File: src/hdl/cycle_sched_regs.vh
// Constants for the fieldbus master cycle scheduler
`ifndef CYCLE_SCHED_REGS_VH
`define CYCLE_SCHED_REGS_VH

// Slave table size
`define SLAVE_COUNT 8
`define SLAVE_IDX_W 3

// Transaction kinds on the slave request port
`define KIND_PROBE 2'h0
`define KIND_DATA 2'h1
`define KIND_DIAG 2'h2

// Target rotation time in microseconds and clock rate in MHz
`define TARGET_ROTATION_TIME_US 10000
`define CLK_MHZ 100

// Number of masters sharing the bus by default
`define MASTER_COUNT 2

`endif

File: src/hdl/fieldbus_master_cycle_scheduler.v
// Cycle sequencer of a fieldbus master: connect, data, diagnostics, token passing
// Notes on behaviour
// - At power-up probe every configured slave; data cycle serves only reachable ones.
// - In steady state, reconnect each unreachable slave individually.
// - Data cycle sends outputs to and reads inputs from each reachable slave.
// - Run diagnostics only when some slave's diagnostic report changed.
// - With several masters, at most one holds bus access at once.
// - Token circulates to every master in turn, endlessly.
// - Without the token, issue no slave transaction.
// - Full token rotation stays within the target rotation time; code cuts its turn only in S_PICK, so a transaction in flight may overrun it.
// - Power-up runs the program once from connecting cycle, then steady state.
// - Steady state repeats; connecting cycle reruns only after a reset.
// - After data, diagnostics and reconnection, pass the token when several masters exist.
`timescale 1ns/1ps
`default_nettype none
`include "cycle_sched_regs.vh"

module fieldbus_master_cycle_scheduler #(
	parameter [31:0] ROTATION_CYCLES = `TARGET_ROTATION_TIME_US * `CLK_MHZ,
	parameter [31:0] MASTERS = `MASTER_COUNT
) (
	input wire clk,
	input wire rst_n,
	input wire [`SLAVE_COUNT-1:0] configured,
	input wire multi_master,
	input wire token_in,
	input wire txn_done,
	input wire txn_ok,
	input wire diag_event,
	input wire [`SLAVE_IDX_W-1:0] diag_slave,
	output reg txn_start,
	output reg [1:0] txn_kind,
	output reg [`SLAVE_IDX_W-1:0] txn_slave,
	output reg token_out,
	output reg has_token,
	output reg [`SLAVE_COUNT-1:0] reachable,
	output reg powerup_done,
	output reg rotation_overrun
);
	// -----------------------------------------------------------------
	// Constants
	// -----------------------------------------------------------------
	localparam [31:0] HOLD_CYCLES = (ROTATION_CYCLES / MASTERS < 32'h1) ?
		32'h1 : ROTATION_CYCLES / MASTERS;

	localparam [2:0] S_WAIT_TOKEN = 3'h0;
	localparam [2:0] S_PICK = 3'h1;
	localparam [2:0] S_ISSUE = 3'h2;
	localparam [2:0] S_WAIT_DONE = 3'h3;
	localparam [2:0] S_PASS = 3'h4;

	localparam [1:0] PH_CONNECT = 2'h0;
	localparam [1:0] PH_DATA = 2'h1;
	localparam [1:0] PH_DIAG = 2'h2;
	localparam [1:0] PH_RECONNECT = 2'h3;

	// -----------------------------------------------------------------
	// State
	// -----------------------------------------------------------------
	reg [2:0] state_reg;
	reg [1:0] phase_reg;
	reg [`SLAVE_IDX_W-1:0] idx_reg;
	wire [`SLAVE_COUNT-1:0] diag_pending;
	reg [31:0] hold_cnt_reg;
	reg [`SLAVE_COUNT-1:0] phase_flags;
	wire found;
	wire [`SLAVE_IDX_W-1:0] found_idx;
	wire budget_spent;

	// Slave set that the current phase walks through
	always @* begin
		case (phase_reg)
			PH_CONNECT: phase_flags = configured;
			PH_DATA: phase_flags = reachable & configured;
			PH_DIAG: phase_flags = reachable & diag_pending;
			PH_RECONNECT: phase_flags = configured & ~reachable;
			default: phase_flags = {`SLAVE_COUNT{1'b0}};
		endcase
	end

	next_slave_finder finder (
		.flags(phase_flags),
		.start(idx_reg),
		.found(found),
		.index(found_idx)
	);

	assign budget_spent = multi_master && (hold_cnt_reg >= HOLD_CYCLES);

	function [1:0] kind_of;
		input [1:0] phase;
		begin
			case (phase)
				PH_DATA: kind_of = `KIND_DATA;
				PH_DIAG: kind_of = `KIND_DIAG;
				default: kind_of = `KIND_PROBE;
			endcase
		end
	endfunction

	// -----------------------------------------------------------------
	// Diagnostic change flags
	// -----------------------------------------------------------------
	genvar g;
	generate
		for (g = 0; g < `SLAVE_COUNT; g = g + 1) begin : diag_flags
			reg bit_reg;
			wire set_bit = diag_event && (diag_slave == g);
			wire clr_bit = (state_reg == S_WAIT_DONE) && txn_done &&
				(phase_reg == PH_DIAG) && (txn_slave == g);
			assign diag_pending[g] = bit_reg;
			always @(posedge clk or negedge rst_n) begin
				if (!rst_n) begin
					bit_reg <= 1'b0;
				end else if (set_bit) begin
					// new change kept even while clearing
					bit_reg <= 1'b1;
				end else if (clr_bit) begin
					bit_reg <= 1'b0;
				end
			end
		end
	endgenerate

	// -----------------------------------------------------------------
	// Sequencer
	// -----------------------------------------------------------------
	always @(posedge clk or negedge rst_n) begin
		if (!rst_n) begin
			state_reg <= S_WAIT_TOKEN;
			phase_reg <= PH_CONNECT;
			idx_reg <= {`SLAVE_IDX_W{1'b0}};
			hold_cnt_reg <= 32'h0;
			txn_start <= 1'b0;
			txn_kind <= `KIND_PROBE;
			txn_slave <= {`SLAVE_IDX_W{1'b0}};
			token_out <= 1'b0;
			has_token <= 1'b0;
			reachable <= {`SLAVE_COUNT{1'b0}};
			powerup_done <= 1'b0;
			rotation_overrun <= 1'b0;
		end else begin
			txn_start <= 1'b0;
			token_out <= 1'b0;
			if (has_token && multi_master) begin
				hold_cnt_reg <= hold_cnt_reg + 32'h1;
			end
			case (state_reg)
				S_WAIT_TOKEN: begin
					// wait for our turn; a lone master owns the bus
					if (token_in || !multi_master) begin
						has_token <= 1'b1;
						hold_cnt_reg <= 32'h0;
						idx_reg <= {`SLAVE_IDX_W{1'b0}};
						// first pass starts with the connecting cycle
						phase_reg <= powerup_done ? PH_DATA : PH_CONNECT;
						state_reg <= S_PICK;
					end
				end
				S_PICK: begin
					if (budget_spent) begin
						// cut the turn short to keep rotation bounded
						rotation_overrun <= 1'b1;
						state_reg <= S_PASS;
					end else if (found) begin
						idx_reg <= found_idx;
						state_reg <= S_ISSUE;
					end else begin
						idx_reg <= {`SLAVE_IDX_W{1'b0}};
						case (phase_reg)
							PH_CONNECT: begin
								powerup_done <= 1'b1;
								phase_reg <= PH_DATA;
							end
							PH_DATA: phase_reg <= PH_DIAG;
							PH_DIAG: phase_reg <= PH_RECONNECT;
							default: begin
								phase_reg <= PH_DATA;
								// token handed on after the work
								if (multi_master) begin
									state_reg <= S_PASS;
								end
							end
						endcase
					end
				end
				S_ISSUE: begin
					// only a token holder starts transactions
					if (has_token) begin
						txn_start <= 1'b1;
						txn_kind <= kind_of(phase_reg);
						txn_slave <= idx_reg;
						state_reg <= S_WAIT_DONE;
					end else begin
						state_reg <= S_WAIT_TOKEN;
					end
				end
				S_WAIT_DONE: begin
					if (txn_done) begin
						if (phase_reg == PH_DATA || phase_reg == PH_DIAG) begin
							if (!txn_ok) begin
								reachable[txn_slave] <= 1'b0;
							end
						end else begin
							reachable[txn_slave] <= txn_ok;
						end
						// Phase advance below may override this with a token pass
						state_reg <= S_PICK;
						if (idx_reg == `SLAVE_COUNT - 1) begin
							idx_reg <= {`SLAVE_IDX_W{1'b0}};
							phase_flags_done_advance(phase_reg);
						end else begin
							idx_reg <= idx_reg + 1'b1;
						end
					end
				end
				S_PASS: begin
					// release access before the next master gets it
					has_token <= 1'b0;
					token_out <= 1'b1;
					state_reg <= S_WAIT_TOKEN;
				end
				default: state_reg <= S_WAIT_TOKEN;
			endcase
		end
	end

	// Last slave of a phase: move to the following phase
	task phase_flags_done_advance;
		input [1:0] phase;
		begin
			case (phase)
				PH_CONNECT: begin
					powerup_done <= 1'b1;
					phase_reg <= PH_DATA;
				end
				PH_DATA: phase_reg <= PH_DIAG;
				PH_DIAG: phase_reg <= PH_RECONNECT;
				default: begin
					phase_reg <= PH_DATA;
					if (multi_master) begin
						state_reg <= S_PASS;
					end
				end
			endcase
		end
	endtask
endmodule // fieldbus_master_cycle_scheduler

`default_nettype wire

File: src/hdl/next_slave_finder.v
// Finds the first flagged slave at or above a start index
`timescale 1ns/1ps
`default_nettype none
`include "cycle_sched_regs.vh"

module next_slave_finder (
	input wire [`SLAVE_COUNT-1:0] flags,
	input wire [`SLAVE_IDX_W-1:0] start,
	output reg found,
	output reg [`SLAVE_IDX_W-1:0] index
);
	integer i;

	always @* begin
		found = 1'b0;
		index = {`SLAVE_IDX_W{1'b0}};
		for (i = `SLAVE_COUNT - 1; i >= 0; i = i - 1) begin
			if (flags[i] && (i >= start)) begin
				found = 1'b1;
				index = i[`SLAVE_IDX_W-1:0];
			end
		end
	end
endmodule // next_slave_finder

`default_nettype wire

File: config.mk
export PLATFORM = sky130hd
export DESIGN_NAME = fieldbus_master_cycle_scheduler
export DESIGN_NICKNAME = d
export VERILOG_FILES = /design/src/hdl/fieldbus_master_cycle_scheduler.v /design/src/hdl/next_slave_finder.v
export VERILOG_INCLUDE_DIRS = /design/src /design/src/hdl
export SDC_FILE = /design/constraint.sdc
export NUM_CORES = 1
export LEC_CHECK = 0
export BUFFER_PORTS_ARGS = -buffer_cell sky130_fd_sc_hd__buf_2
export CAP_MARGIN = 20
export CORE_MARGIN = 4
export CORE_UTILIZATION = 54
export CTS_CLUSTER_DIAMETER = 150
export DETAILED_ROUTE_END_ITERATION = 10
export PLACE_DENSITY = 0.85
export SYNTH_ARGS = -nofsm -noshare
export SYNTH_HDL_FRONTEND = slang
export SYNTH_SLANG_ARGS = --single-unit
File: constraint.sdc
create_clock -name clk -period 2.28 [get_ports clk]
set_input_delay 0.114 -clock clk [delete_from_list [all_inputs] [get_ports clk]]
set_output_delay 0.114 -clock clk [all_outputs]
set_load 0.05 [all_outputs]
Word-level counts from Yosys, hierarchy flattened
Cells that the tools add are included.
W data, S select, Z words.
Storage, ports and cells
  register bits after elaboration: 66
  input port bits: 18
  output and inout bits: 18
  logic and storage cells: 201
Cells by class
  $add $sub $neg: 2
  $lt $le $gt $ge: 10
  equal/unequal tests: 30
  multiplexer cells: 78
  bitwise logic cells: 6
  reduce and logical (&&, ||, !) cells: 55
Operator list (number)
  $mux W32: 3
  $mux W3: 22
  $mux W1: 35
  $add A32 B1 Y32 const B: 1
  $and A8 B8 Y8: 4
  $ge A32 B19 Y1 const B: 1
  $pmux W8 S4: 1
  $eq A3 B3 Y1 const B: 10
  $logic_and A1 B1 Y1: 28
  $reduce_bool A2 Y1: 10
  $eq A3 B2 Y1 const B: 6
  $mux W8: 2
  $not A8 Y8: 2
  $mux W2: 6
  $pmux W3 S4: 1
  $ne A2 B2 Y1 const B: 5
  $eq A3 B1 Y1 const B: 3
  $ge A3 B3 Y1 const A: 3
  $logic_not A3 Y1: 3
  $pmux W3 S3: 1
  $bwmux W8: 1
  $ne A4 B3 Y1 const B: 2
  $pmux W2 S2: 2
  $reduce_and A4 Y1: 2
  other kinds (20): 27

Depth between registers and ports, before layout
Gate-level depths: netlist (run 1).
  depth in word-level cells: 14
  depth in mapped cells: 10
  mapped depth without buffers: 9

Hierarchy
Synthesis (run 1) repeated with hierarchy kept, for this count alone.
Unflattened totals
  cells, all modules: 411
  area total of the unflattened synthesis: 3911.3 µm²
By module, submodules not included
  fieldbus_master_cycle_scheduler: instances 1, cells an instance 382, area each 3723.6 µm², seq. area each 1651.6 µm²
  next_slave_finder: instances 1, cells an instance 29, area each 187.7 µm², seq. area each 0.0 µm²

Least setup slack after synthesis (run 1)
Ideal clock, no wire load.
  path kind: reg2reg
  start: register has_token
  end: register hold_cnt_reg[31]
  setup time: 0.127 ns
  data arrival time: 2.395 ns
  setup slack: -0.241 ns
  cell stages (with the launch flop): 8
  path buffers: 0
  clock period less this slack: 2.521 ns
  cells stage by stage: dfrtp_1 -> nand2_2 -> nor4_4 -> or4b_4 -> or3_4 -> nor3_2 -> xnor2_1 -> nor2_2
On the way
  cells in the longest elaborated chain, start to end: 4
RTL lines
  start: declaration: RTL line fieldbus_master_cycle_scheduler.v:35  | output reg has_token,
  start signal: assignment: RTL line fieldbus_master_cycle_scheduler.v:138  | has_token <= 1'b0;
  start signal: assignment: RTL line fieldbus_master_cycle_scheduler.v:152  | has_token <= 1'b1;
  start signal: assignment: RTL line fieldbus_master_cycle_scheduler.v:219  | has_token <= 1'b0;
  $logic_and A1 B1 Y1 (*): RTL line fieldbus_master_cycle_scheduler.v:145  | if (has_token && multi_master) begin
  $mux W32 (*): RTL line fieldbus_master_cycle_scheduler.v:145
  $mux W32: RTL line fieldbus_master_cycle_scheduler.v:151  | if (token_in || !multi_master) begin
  $mux W32 (*): RTL line fieldbus_master_cycle_scheduler.v:148  | case (state_reg)
  end signal: assignment: RTL line fieldbus_master_cycle_scheduler.v:146  | hold_cnt_reg <= hold_cnt_reg + 32'h1;
  end: declaration: RTL line fieldbus_master_cycle_scheduler.v:64  | reg [31:0] hold_cnt_reg;
Mark *: on every way between the ends. The rest lies on a longest branch, timed or not.
A chain may end at the register's enable or synchronous reset.

Final worst setup path (run 1)
  start: register phase_reg[0]
  end: register phase_reg[1]
On the way
  cells in the longest elaborated chain, start to end: 12
  elaborated cells on any way between the ends: 28
RTL lines
  start: declaration: RTL line fieldbus_master_cycle_scheduler.v:61  | reg [1:0] phase_reg;
  start signal: assignment: RTL line fieldbus_master_cycle_scheduler.v:156  | phase_reg <= powerup_done ? PH_DATA : PH_CONNECT;
  $eq A2 B2 Y1, or another cell as far along: RTL line fieldbus_master_cycle_scheduler.v:72  | case (phase_reg)
  $pmux W8 S4: RTL line fieldbus_master_cycle_scheduler.v:72
  $mux W1 or $logic_and A1 B1 Y1 (tied branches): RTL line next_slave_finder.v:18  | if (flags[i] && (i >= start)) begin
  $mux W1 (7 in series): RTL line next_slave_finder.v:18
  $ne A2 B2 Y1 (no line)
  $reduce_and A6 Y1 (no line)
Several ways; a longest one is shown, not always the timed one. The select of a mux whose other input is x is not followed.

==> flow_summary.toml, run 1 <==
[sta]
worst_slew_pin_slew_ns = 0.679
fmax_ghz = 0.417
fin_crit_ns = 2.40
finalCritPeriodShare_pct = 105
slew_headroom_pct = 54.7
fin_ws_ns = -0.120
maxSlewViolCount = 0
whs_ns = 0.0917
finalSetupViolCount = 3
fin_skew_ns = 0.0128
hold_viol = 0
rsz0062_at_grt = "true"

[yosys]
synthFlopType = "dfrtp_1"
synth.distinct_cells = 56
synth_top_family_by_area = "simple AND/OR/NAND/NOR gates"
ys_async_sr_fraction_pct = 100
synth_xor_area_share_pct = 7.30
synth_compound_area_share_pct = 11.1
synth_seq_area_share_pct = 44.4
synthCells = 402
synth_edf_count = 0
synth_fa_ha_area_share_pct = 4.03
syn-num-nets = 432
yosys_warnings = 0
synth_area_per_cell_um2 = 9.26
muxShareOfSynthArea_pct = 4.20
synth_area_um2 = 3720
ys_seq_elements = 66
synthSimpleGateAreaFrac_pct = 26.3

[worst_setup_path]
crit_path_cell_trace = "inv_4 > ha_4 > or3_4 > o41ai_4 > o211ai_1 > nor3b_4 > nand2_2 > a211o_1 > a32o_1"
path_class = "register to register"
critPathLaunchType = "register"
crit_fanout = 12
cp.arrival_ns = 2.64
cp_slowest_cell = "dfrtp_2"
critPathCaptureType = "register"
required_ns = 2.52
crit_path_max_incr_delay_ns = 0.47

[placed_design]
dpl-instance-area_um2 = 4340
pre_cts_ws_ns = -0.252
dpl.hpwl_um = 6710
io_buffers = 35
gp_congestion = 0.928

[global_routing]
gr-total-overflow = 0
antenna_found_initial = 0
grt_max_degree = 33
first_global_vias = 3297
track_usage_pct = 23.3
grt_first_pass_wirelength_um = 15700

[run_status]
status = "finished with violations"
violations = "negative setup slack"

[clock_network]
cts_tree = "yes"
root_buffer = "clkbuf_8"
cts_num_sinks = 66
cts.clk_slew.worst_paths_ns = 0.08
clockBufferDepth = 2
numCtsBuffers = 9
insertion_delay_ns = 0.35
htreeDepth = 3

[run]
drv_cap = 0

[floorplan]
io_pins = 36
die-area_um2 = 8280
die_h_um = 91.0
coreArea_um2 = 6530
initial_core_util_pct = 57.0
die_x_um = 91.0
fp-row-count = 29

[detailed_routing]
firstDrtPassIters = 5
final_antenna_net_count = 0
vias = 3408
routed_wl_um = 9700
drc_errors = 0
drt_iter0_drc = 190
vias_per_cell = 5.92
avgRoutedWirePerCell_um = 16.8

[cells_and_area]
final_common_cell = "dfrtp_1"
largest_reg_flops = 32
fin_area_um2 = 4810
layout_common_cells = "dfrtp_1 (62), nor2_1 (54), buf_4 (50)"
num_antenna_cells = 0
nNetsFinal = 524
syn_to_final_growth_pct = 29.2
final_layout_size_suffix_gt1_share_pct = 31.7

[power]
finalPower_mw = 4.74
powerDensity_nw_per_um2 = 985
ir_drop_uv = 815
leakage_nw = 2.16

[hold_path]
holdCritPathClass = "input port to register"
==> per-stage QoR <==
stage | instances | util, % | TNS, ns
floorplan | 402 | - | 0
global placement | 544 | 66.4 | -0.377
detailed placement | 544 | 66.4 | -1.11
CTS | 569 | 71.1 | -0.192
global route | 576 | 73.6 | -0.989
finish | 576 | 73.6 | -0.250
==> Yosys cell counts, drive strengths merged (4+ instances only) <==
library cell | number | share of area, %
nand2 | 41 | 4.2
ha | 12 | 4.0
clkbuf | 9 | 0.91
nor4 | 5 | 1.2
o21ai | 27 | 3.6
dfrtp | 66 | 44
nand2b | 8 | 1.3
xnor2 | 16 | 3.8
a21oi | 8 | 1.1
nor2 | 56 | 5.7
nand4 | 10 | 1.8
xor2 | 15 | 3.5
o31ai | 4 | 0.81
a311oi | 4 | 0.94
nand3 | 22 | 3.0
nor3 | 9 | 1.3
nor2b | 13 | 2.2
mux2 | 13 | 3.9
inv | 17 | 1.7
==> area by class of cell <==
type / instances / area (um^2)
multi-input combinational: 309 / 2170
fill: 434 / 1720
tap: 77 / 96.3
timing repair buffer: 91 / 646
clock inverter: 5 / 30.0
inverter: 17 / 68.8
clock buffer: 11 / 141
sequential: 66 / 1660
==> what timing repair did <==
item	4_1_cts	5_1_grt
buffers inserted	6	6
endpoints found under the setup margin	13	41
hold endpoints to repair	28	0
hold buffers	3	0
gates cloned	0	1
resized for setup	15	19
pin swaps	4	8
==> worst max-delay path: cells and delay by family (launching register included) <==
family | cells | cell delay (ns)
AOI/OAI and AO/OA | 4 | 0.81
and+or+nand+nor | 3 | 0.71
DFF | 1 | 0.47
adders and majority gates | 1 | 0.21
buffers and inverters | 1 | 0.08
==> power breakdown <==
| group | switching, mW | internal [mW] |
|---|---|---|
| clock | 0.455 | 0.419 |
| combinational | 1.33 | 0.954 |
| sequential | 0.246 | 1.33 |
==> per-layer routing <==
metal / wire, um / GRT usage (%) / up-vias
li1: - / - / 1588
met1: 3860 / 30.1 / 1645
met4: 178 / 8.04 / 0
met3: 696 / 5.37 / 20
met5: 0 / 0 / -
met2: 4960 / 38.6 / 155
==> worst paths after layout <==
path	from	end	slack (ns)	depth (start not counted)
max in group asynchronous	rst_n	hold_cnt_reg[6]	1.29	3
hold / removal	diag_slave[2]	diag_flags[4].bit_reg	0.09	3
min in group asynchronous	rst_n	idx_reg[1]	0.35	2
setup reg to reg	phase_reg[0]	phase_reg[1]	-0.12	9
hold reg to reg	rotation_overrun	rotation_overrun	0.48	1
setup / recovery	phase_reg[0]	phase_reg[1]	-0.12	9
==> cell families (layout without fill, tap and decap cells) <==
logic type	after synthesis	count (layout)
muxes	14	14
AOI/OAI and AO/OA	63	63
adders and majority gates	12	12
DFF	66	66
xor gates and xnor gates	31	31
and+or+nand+nor	189	189
buffers and inverters	27	124
Power figures use the tool's default switching activity.
==> inputs of run 2 (changes only) <==
--- a/config.mk
+++ b/config.mk
@@ -9,10 +9,10 @@
 export BUFFER_PORTS_ARGS = -buffer_cell sky130_fd_sc_hd__buf_2
 export CAP_MARGIN = 20
 export CORE_MARGIN = 4
-export CORE_UTILIZATION = 54
+export CORE_UTILIZATION = 50
 export CTS_CLUSTER_DIAMETER = 150
 export DETAILED_ROUTE_END_ITERATION = 10
-export PLACE_DENSITY = 0.85
+export PLACE_DENSITY = 0.8
 export SYNTH_ARGS = -nofsm -noshare
 export SYNTH_HDL_FRONTEND = slang
 export SYNTH_SLANG_ARGS = --single-unit
==> run 2 against run 1 <==
The run still ends with negative setup slack left. Die area is 7.3% higher. Highest routed layer unchanged. Final cell count is 3.6% higher. Clock skew is 0.0024 ns lower. Via count is 0.15% lower. Utilization is 6.5 points lower. Final area is 1.2% higher. Critical endpoint unchanged. Sequential share of layout area is 0.45 points lower. Maximum frequency is 1.9% lower.
==> flow_summary.toml, run 2 (same netlist as run 1, synthesis figures left out) <==
[power]
p_int_mw = 2.91
combinationalPowerShare_pct = 45.9
p_sw_share_pct = 41.4
p_sw_mw = 2.05
powerDensity_nw_per_um2 = 1020
seqPwrFrac_pct = 32.0
finalPower_mw = 4.96
power_frac_clock_pct = 22.0
leakage_nw = 2.13
ir_drop_uv = 747

[worst_setup_path]
crit_start = "phase_reg[0]"
rr_startpoint = "phase_reg[0]"
cp.arrival_ns = 2.69
crit_path_max_incr_delay_ns = 0.47
critPathCaptureType = "register"
critPathLaunchType = "register"
path_class = "register to register"
crit_path_cell_trace = "inv_4 > ha_4 > clkbuf_4 > o21ai_0 > a32oi_2 > nor3b_4 > nand2_2 > a211o_1 > a32o_1"
cp-endpoint = "phase_reg[1]"
cp_slowest_cell = "dfrtp_2"
worstSetupPathDepth = 9
r2r-end = "phase_reg[1]"
worst_r2r_path_depth = 9
required_ns = 2.52
crit_fanout = 8
reg2reg_slack_ns = -0.17
crit_buf_inv = 2
cpLargestDelayFamily = "compound AO/OA/AOI/OAI gates"

[sta]
fmax_ghz = 0.409
whs_ns = 0.0849
hold_viol = 0
maxSlewViolCount = 0
rsz0062_at_grt = "true"
slew_headroom_pct = 58.0
tns_ns = -0.740
finalSetupViolCount = 9
fin_ws_ns = -0.166
worst_slew_pin_slew_ns = 0.630
fin_crit_ns = 2.45
finalCritPeriodShare_pct = 107
fin_skew_ns = 0.0104

[detailed_routing]
drc_errors = 0
drt_iter0_drc = 226
vias = 3403
routed_wl_um = 9980
firstDrtPassIters = 5
avgRoutedWirePerCell_um = 16.7
vias_per_cell = 5.70
final_antenna_net_count = 0

[cells_and_area]
num-fill-cells = 574
syn_to_final_growth_pct = 30.8
largest_reg_flops = 32
nNetsFinal = 523
utilization_pct = 67.1
final_common_cell = "dfrtp_1"
num_antenna_cells = 0
layout_common_cells = "dfrtp_1 (63), nor2_1 (52), buf_4 (47)"
final_layout_size_suffix_gt1_share_pct = 31.3
fin_area_um2 = 4870
multiInputGateArea_um2 = 2180
register_area_um2 = 1660

[floorplan]
io_pins = 36
fp-row-count = 31
initial_core_util_pct = 51.3
die-area_um2 = 8890
coreArea_um2 = 7250
die_x_um = 94.3
die_h_um = 94.3

[clock_network]
cts_tree = "yes"
cts_num_sinks = 66
htreeDepth = 3
root_buffer = "clkbuf_8"
clockBufferDepth = 2
numCtsBuffers = 9
insertion_delay_ns = 0.36
cts.clk_slew.worst_paths_ns = 0.07

[placed_design]
dpl.hpwl_um = 6890
dpl-instance-area_um2 = 4360
io_buffers = 35
gp_congestion = 0.900

[global_routing]
track_usage_pct = 23.5
first_global_vias = 3385
antenna_found_initial = 0
grt_max_degree = 33
gr-total-overflow = 0
grt_first_pass_wirelength_um = 16100

[hold_path]
hold_start = "diag_slave[2]"
holdCritPathClass = "input port to register"

[run_status]
status = "finished with violations"
violations = "negative setup slack"

[run]
drv_cap = 0
run 2: cell count changes in the layout (fill, tap and decap cells not counted), sizes merged:
cell | previous run | this run
clkinv | 3 | 0
buf | 87 | 86
clkbuf | 12 | 15
bufinv | 0 | 2
clkinvlp | 2 | 0
run 2: power groups by stage:
stage                     Clock, mW  Combinational [mW]  Sequential (mW)
final                          1.09                2.28             1.59
after global routing           1.16                2.45             1.62
after CTS                      1.11                2.09             1.57
after detailed placement          0                1.92             1.58
after global placement            0                1.89             1.56
after floorplan                   0                1.04             1.78
run 2: worst min-delay path by stage:
| stage | end | slack (ns) | cells past startpoint |
|---|---|---|---|
| finish | diag_flags[4].bit_reg | 0.08 | 3 |
| global route | diag_flags[4].bit_reg | 0.09 | 3 |
| CTS | diag_flags[4].bit_reg | 0.07 | 3 |
| detailed placement | hold_cnt_reg[23] | 0.17 | 1 |
| global placement | hold_cnt_reg[23] | 0.16 | 1 |
| floorplan | diag_flags[0].bit_reg | -0.18 | 0 |
run 2: routing by layer:
layer / vias to the layer above / share of wire (%) / track usage [%]
li1: 1596 / - / -
met4: 0 / 2.9 / 11.0
met3: 35 / 6.9 / 6.17
met5: - / 0 / 0
met1: 1622 / 39 / 27.7
met2: 150 / 51 / 39.8
run 2: worst min-delay path, stage by stage:
cell     delay (ns)
buf_2          0.10
nand2_1        0.10
o31ai_1        0.08
run 2: area by class of cell:
class                           count  share of cell area, %
Tap cell                           99                   2.54
Sequential cell                    66                   34.0
Inverter                           17                   1.41
Clock buffer                       14                   3.14
Multi-Input combinational cell    309                   44.8
Timing Repair Buffer               90                   12.9
Clock inverter                      2                   1.23
run 2: metrics by stage:
step / setup slack [ns] / instances
5_1_grt: -0.265 / 597
3_5_place_dp: -0.169 / 565
4_1_cts: -0.0831 / 593
3_3_place_gp: -0.0374 / 565
6_report: -0.166 / 597
2_1_floorplan: 0.00186 / 402
run 2: repair_timing:
action	4_1_cts	5_1_grt
resized for setup	21	23
hold endpoints to repair	26	0
setup buffers	9	4
pin swaps	10	14
endpoints found under the setup margin	11	41
hold buffers	3	0
==> inputs of run 3 (changes only) <==
--- a/config.mk
+++ b/config.mk
@@ -13,6 +13,7 @@
 export CTS_CLUSTER_DIAMETER = 150
 export DETAILED_ROUTE_END_ITERATION = 10
 export PLACE_DENSITY = 0.8
+export REMOVE_ABC_BUFFERS = 1
 export SYNTH_ARGS = -nofsm -noshare
 export SYNTH_HDL_FRONTEND = slang
 export SYNTH_SLANG_ARGS = --single-unit
==> run 3 against run 2 <==
The flow still finishes with violations (negative setup slack). Final area increased by 0.80%. Wire length increased by 3.7%. Largest power group unchanged. First-iteration DRC count increased by 3.1%. Maximum frequency decreased by 3.8%. Clock power decreased by 26%. Clock skew decreased by 0.0030 ns. Die area unchanged. Sequential share of layout area decreased by 0.27 points. Sequential power about the same. Highest routed layer unchanged. Non-clock buffer count increased by 4. Register-to-register slack got worse by 0.096 ns. Global-route usage increased by 0.099 points.
==> flow_summary.toml, run 3 (same netlist as run 1, synthesis figures left out) <==
[detailed_routing]
firstDrtPassIters = 5
final_antenna_net_count = 0
routed_wl_um = 10300
vias = 3452
drc_errors = 0
vias_per_cell = 5.75
avgRoutedWirePerCell_um = 17.2
drt_iter0_drc = 233

[sta]
fin_crit_ns = 2.54
worst_slew_pin_slew_ns = 0.625
finalSetupViolCount = 8
rsz0062_at_grt = "true"
hold_viol = 0
fin_ws_ns = -0.262
maxSlewViolCount = 0
fin_skew_ns = 0.00747
fmax_ghz = 0.393
finalCritPeriodShare_pct = 111
whs_ns = 0.108
slew_headroom_pct = 58.3

[clock_network]
numCtsBuffers = 9
root_buffer = "clkbuf_8"
clockBufferDepth = 2
cts_num_sinks = 66
insertion_delay_ns = 0.35
cts_tree = "yes"
htreeDepth = 3
cts.clk_slew.worst_paths_ns = 0.07

[worst_setup_path]
cp_slowest_cell = "dfrtp_2"
critPathCaptureType = "register"
crit_fanout = 7
crit_buf_inv = 3
cp.arrival_ns = 2.78
path_common_cell = "buf_4"
worst_r2r_path_depth = 11
crit_path_max_incr_delay_ns = 0.46
path_class = "register to register"
cpLargestDelayFamily = "simple AND/OR/NAND/NOR gates"
crit_path_cell_trace = "ha_4 > buf_4 > nor2b_4 > nand3_1 > a311oi_1 > buf_4 > nor4_4 > buf_4 > nand4_1 > nand2_2 > a32o_1"
required_ns = 2.52
cp-endpoint = "phase_reg[1]"
rr_startpoint = "phase_reg[0]"
crit_start = "phase_reg[0]"
reg2reg_slack_ns = -0.26
critPathLaunchType = "register"
worstSetupPathDepth = 11
r2r-end = "phase_reg[1]"

[floorplan]
fp-row-count = 31
die-area_um2 = 8890
die_h_um = 94.3
die_x_um = 94.3
coreArea_um2 = 7250
initial_core_util_pct = 51.3
io_pins = 36

[cells_and_area]
final_common_cell = "dfrtp_1"
register_area_um2 = 1660
num_antenna_cells = 0
nNetsFinal = 527
layout_common_cells = "dfrtp_1 (63), nor2_1 (53), buf_4 (47)"
num-fill-cells = 543
final_layout_size_suffix_gt1_share_pct = 32.5
largest_reg_flops = 32
multiInputGateArea_um2 = 2220
syn_to_final_growth_pct = 31.9

[power]
leakage_nw = 2.14
finalPower_mw = 4.88
powerDensity_nw_per_um2 = 995
ir_drop_uv = 839

[placed_design]
io_buffers = 35
gp_congestion = 0.888
dpl.hpwl_um = 6520

[global_routing]
grt_max_degree = 46
grt_first_pass_wirelength_um = 16500
first_global_vias = 3533
gr-total-overflow = 0
antenna_found_initial = 0
track_usage_pct = 23.6

[run]
drv_cap = 0

[run_status]
violations = "negative setup slack"
status = "finished with violations"

[hold_path]
holdCritPathClass = "input port to register"
run 3: layout make-up:
| class | count | area share, % |
|---|---|---|
| Clock buffer | 12 | 2.75 |
| Clock inverter | 3 | 0.357 |
| Timing Repair Buffer | 94 | 14.1 |
| Sequential cell | 66 | 33.7 |
| Tap cell | 99 | 2.52 |
| Inverter | 17 | 1.40 |
| Multi-Input combinational cell | 309 | 45.2 |
run 3: how the worst min path moves through the flow:
stage | start | to | slack [ns] | cells after the start
floorplan | rst_n | diag_flags[0].bit_reg | -0.18 | 0
global placement | rst_n | hold_cnt_reg[27] | 0.12 | 1
detailed placement | rst_n | hold_cnt_reg[27] | 0.12 | 1
CTS | diag_slave[2] | diag_flags[4].bit_reg | 0.09 | 3
global route | diag_slave[2] | diag_flags[4].bit_reg | 0.11 | 3
finish | diag_slave[2] | diag_flags[4].bit_reg | 0.11 | 3
run 3: power breakdown:
part	total [mW]	internal (mW)	switching, mW
logic	2.48	1.05	1.43
registers	1.59	1.33	0.255
clock network	0.812	0.386	0.426
total	4.88	2.77	2.11
run 3: per-layer routing:
metal / vias up / GRT usage, % / routed length, um
met5: - / 0 / 0
met4: 0 / 9.87 / 415
met3: 39 / 6.49 / 720
li1: 1591 / - / -
met1: 1670 / 28.3 / 3940
met2: 152 / 39.8 / 5270
run 3: through the flow:
stage | setup TNS, ns | area [um^2] | cells | setup slack, ns | utilization, %
2_1_floorplan | -15.67 | 3680 | 392 | -0.486 | -
3_3_place_gp | -0.799 | 4300 | 565 | -0.180 | 59.3
3_5_place_dp | -1.38 | 4300 | 565 | -0.253 | 59.3
4_1_cts | -0.175 | 4760 | 600 | -0.0662 | 65.6
5_1_grt | -3.70 | 4910 | 600 | -0.320 | 67.7
6_report | -0.938 | 4910 | 600 | -0.262 | 67.7
run 3: worst reg2reg max path, cell delays in order (launching register included):
cell      delay, ns
dfrtp_2        0.46
ha_4           0.19
buf_4          0.14
nor2b_4        0.28
nand3_1        0.14
a311oi_1       0.31
buf_4          0.20
nor4_4         0.05
buf_4          0.16
nand4_1        0.15
nand2_2        0.09
a32o_1         0.26
run 3: what timing repair did:
item                                   in CTS  in global routing
gates cloned                                0                  1
setup buffers                              17                  1
hold buffers                                3                  0
pin swaps                                  15                 19
endpoints found under the hold margin      22                  0
resized for setup                          41                 28
setup endpoints to repair                  11                 41
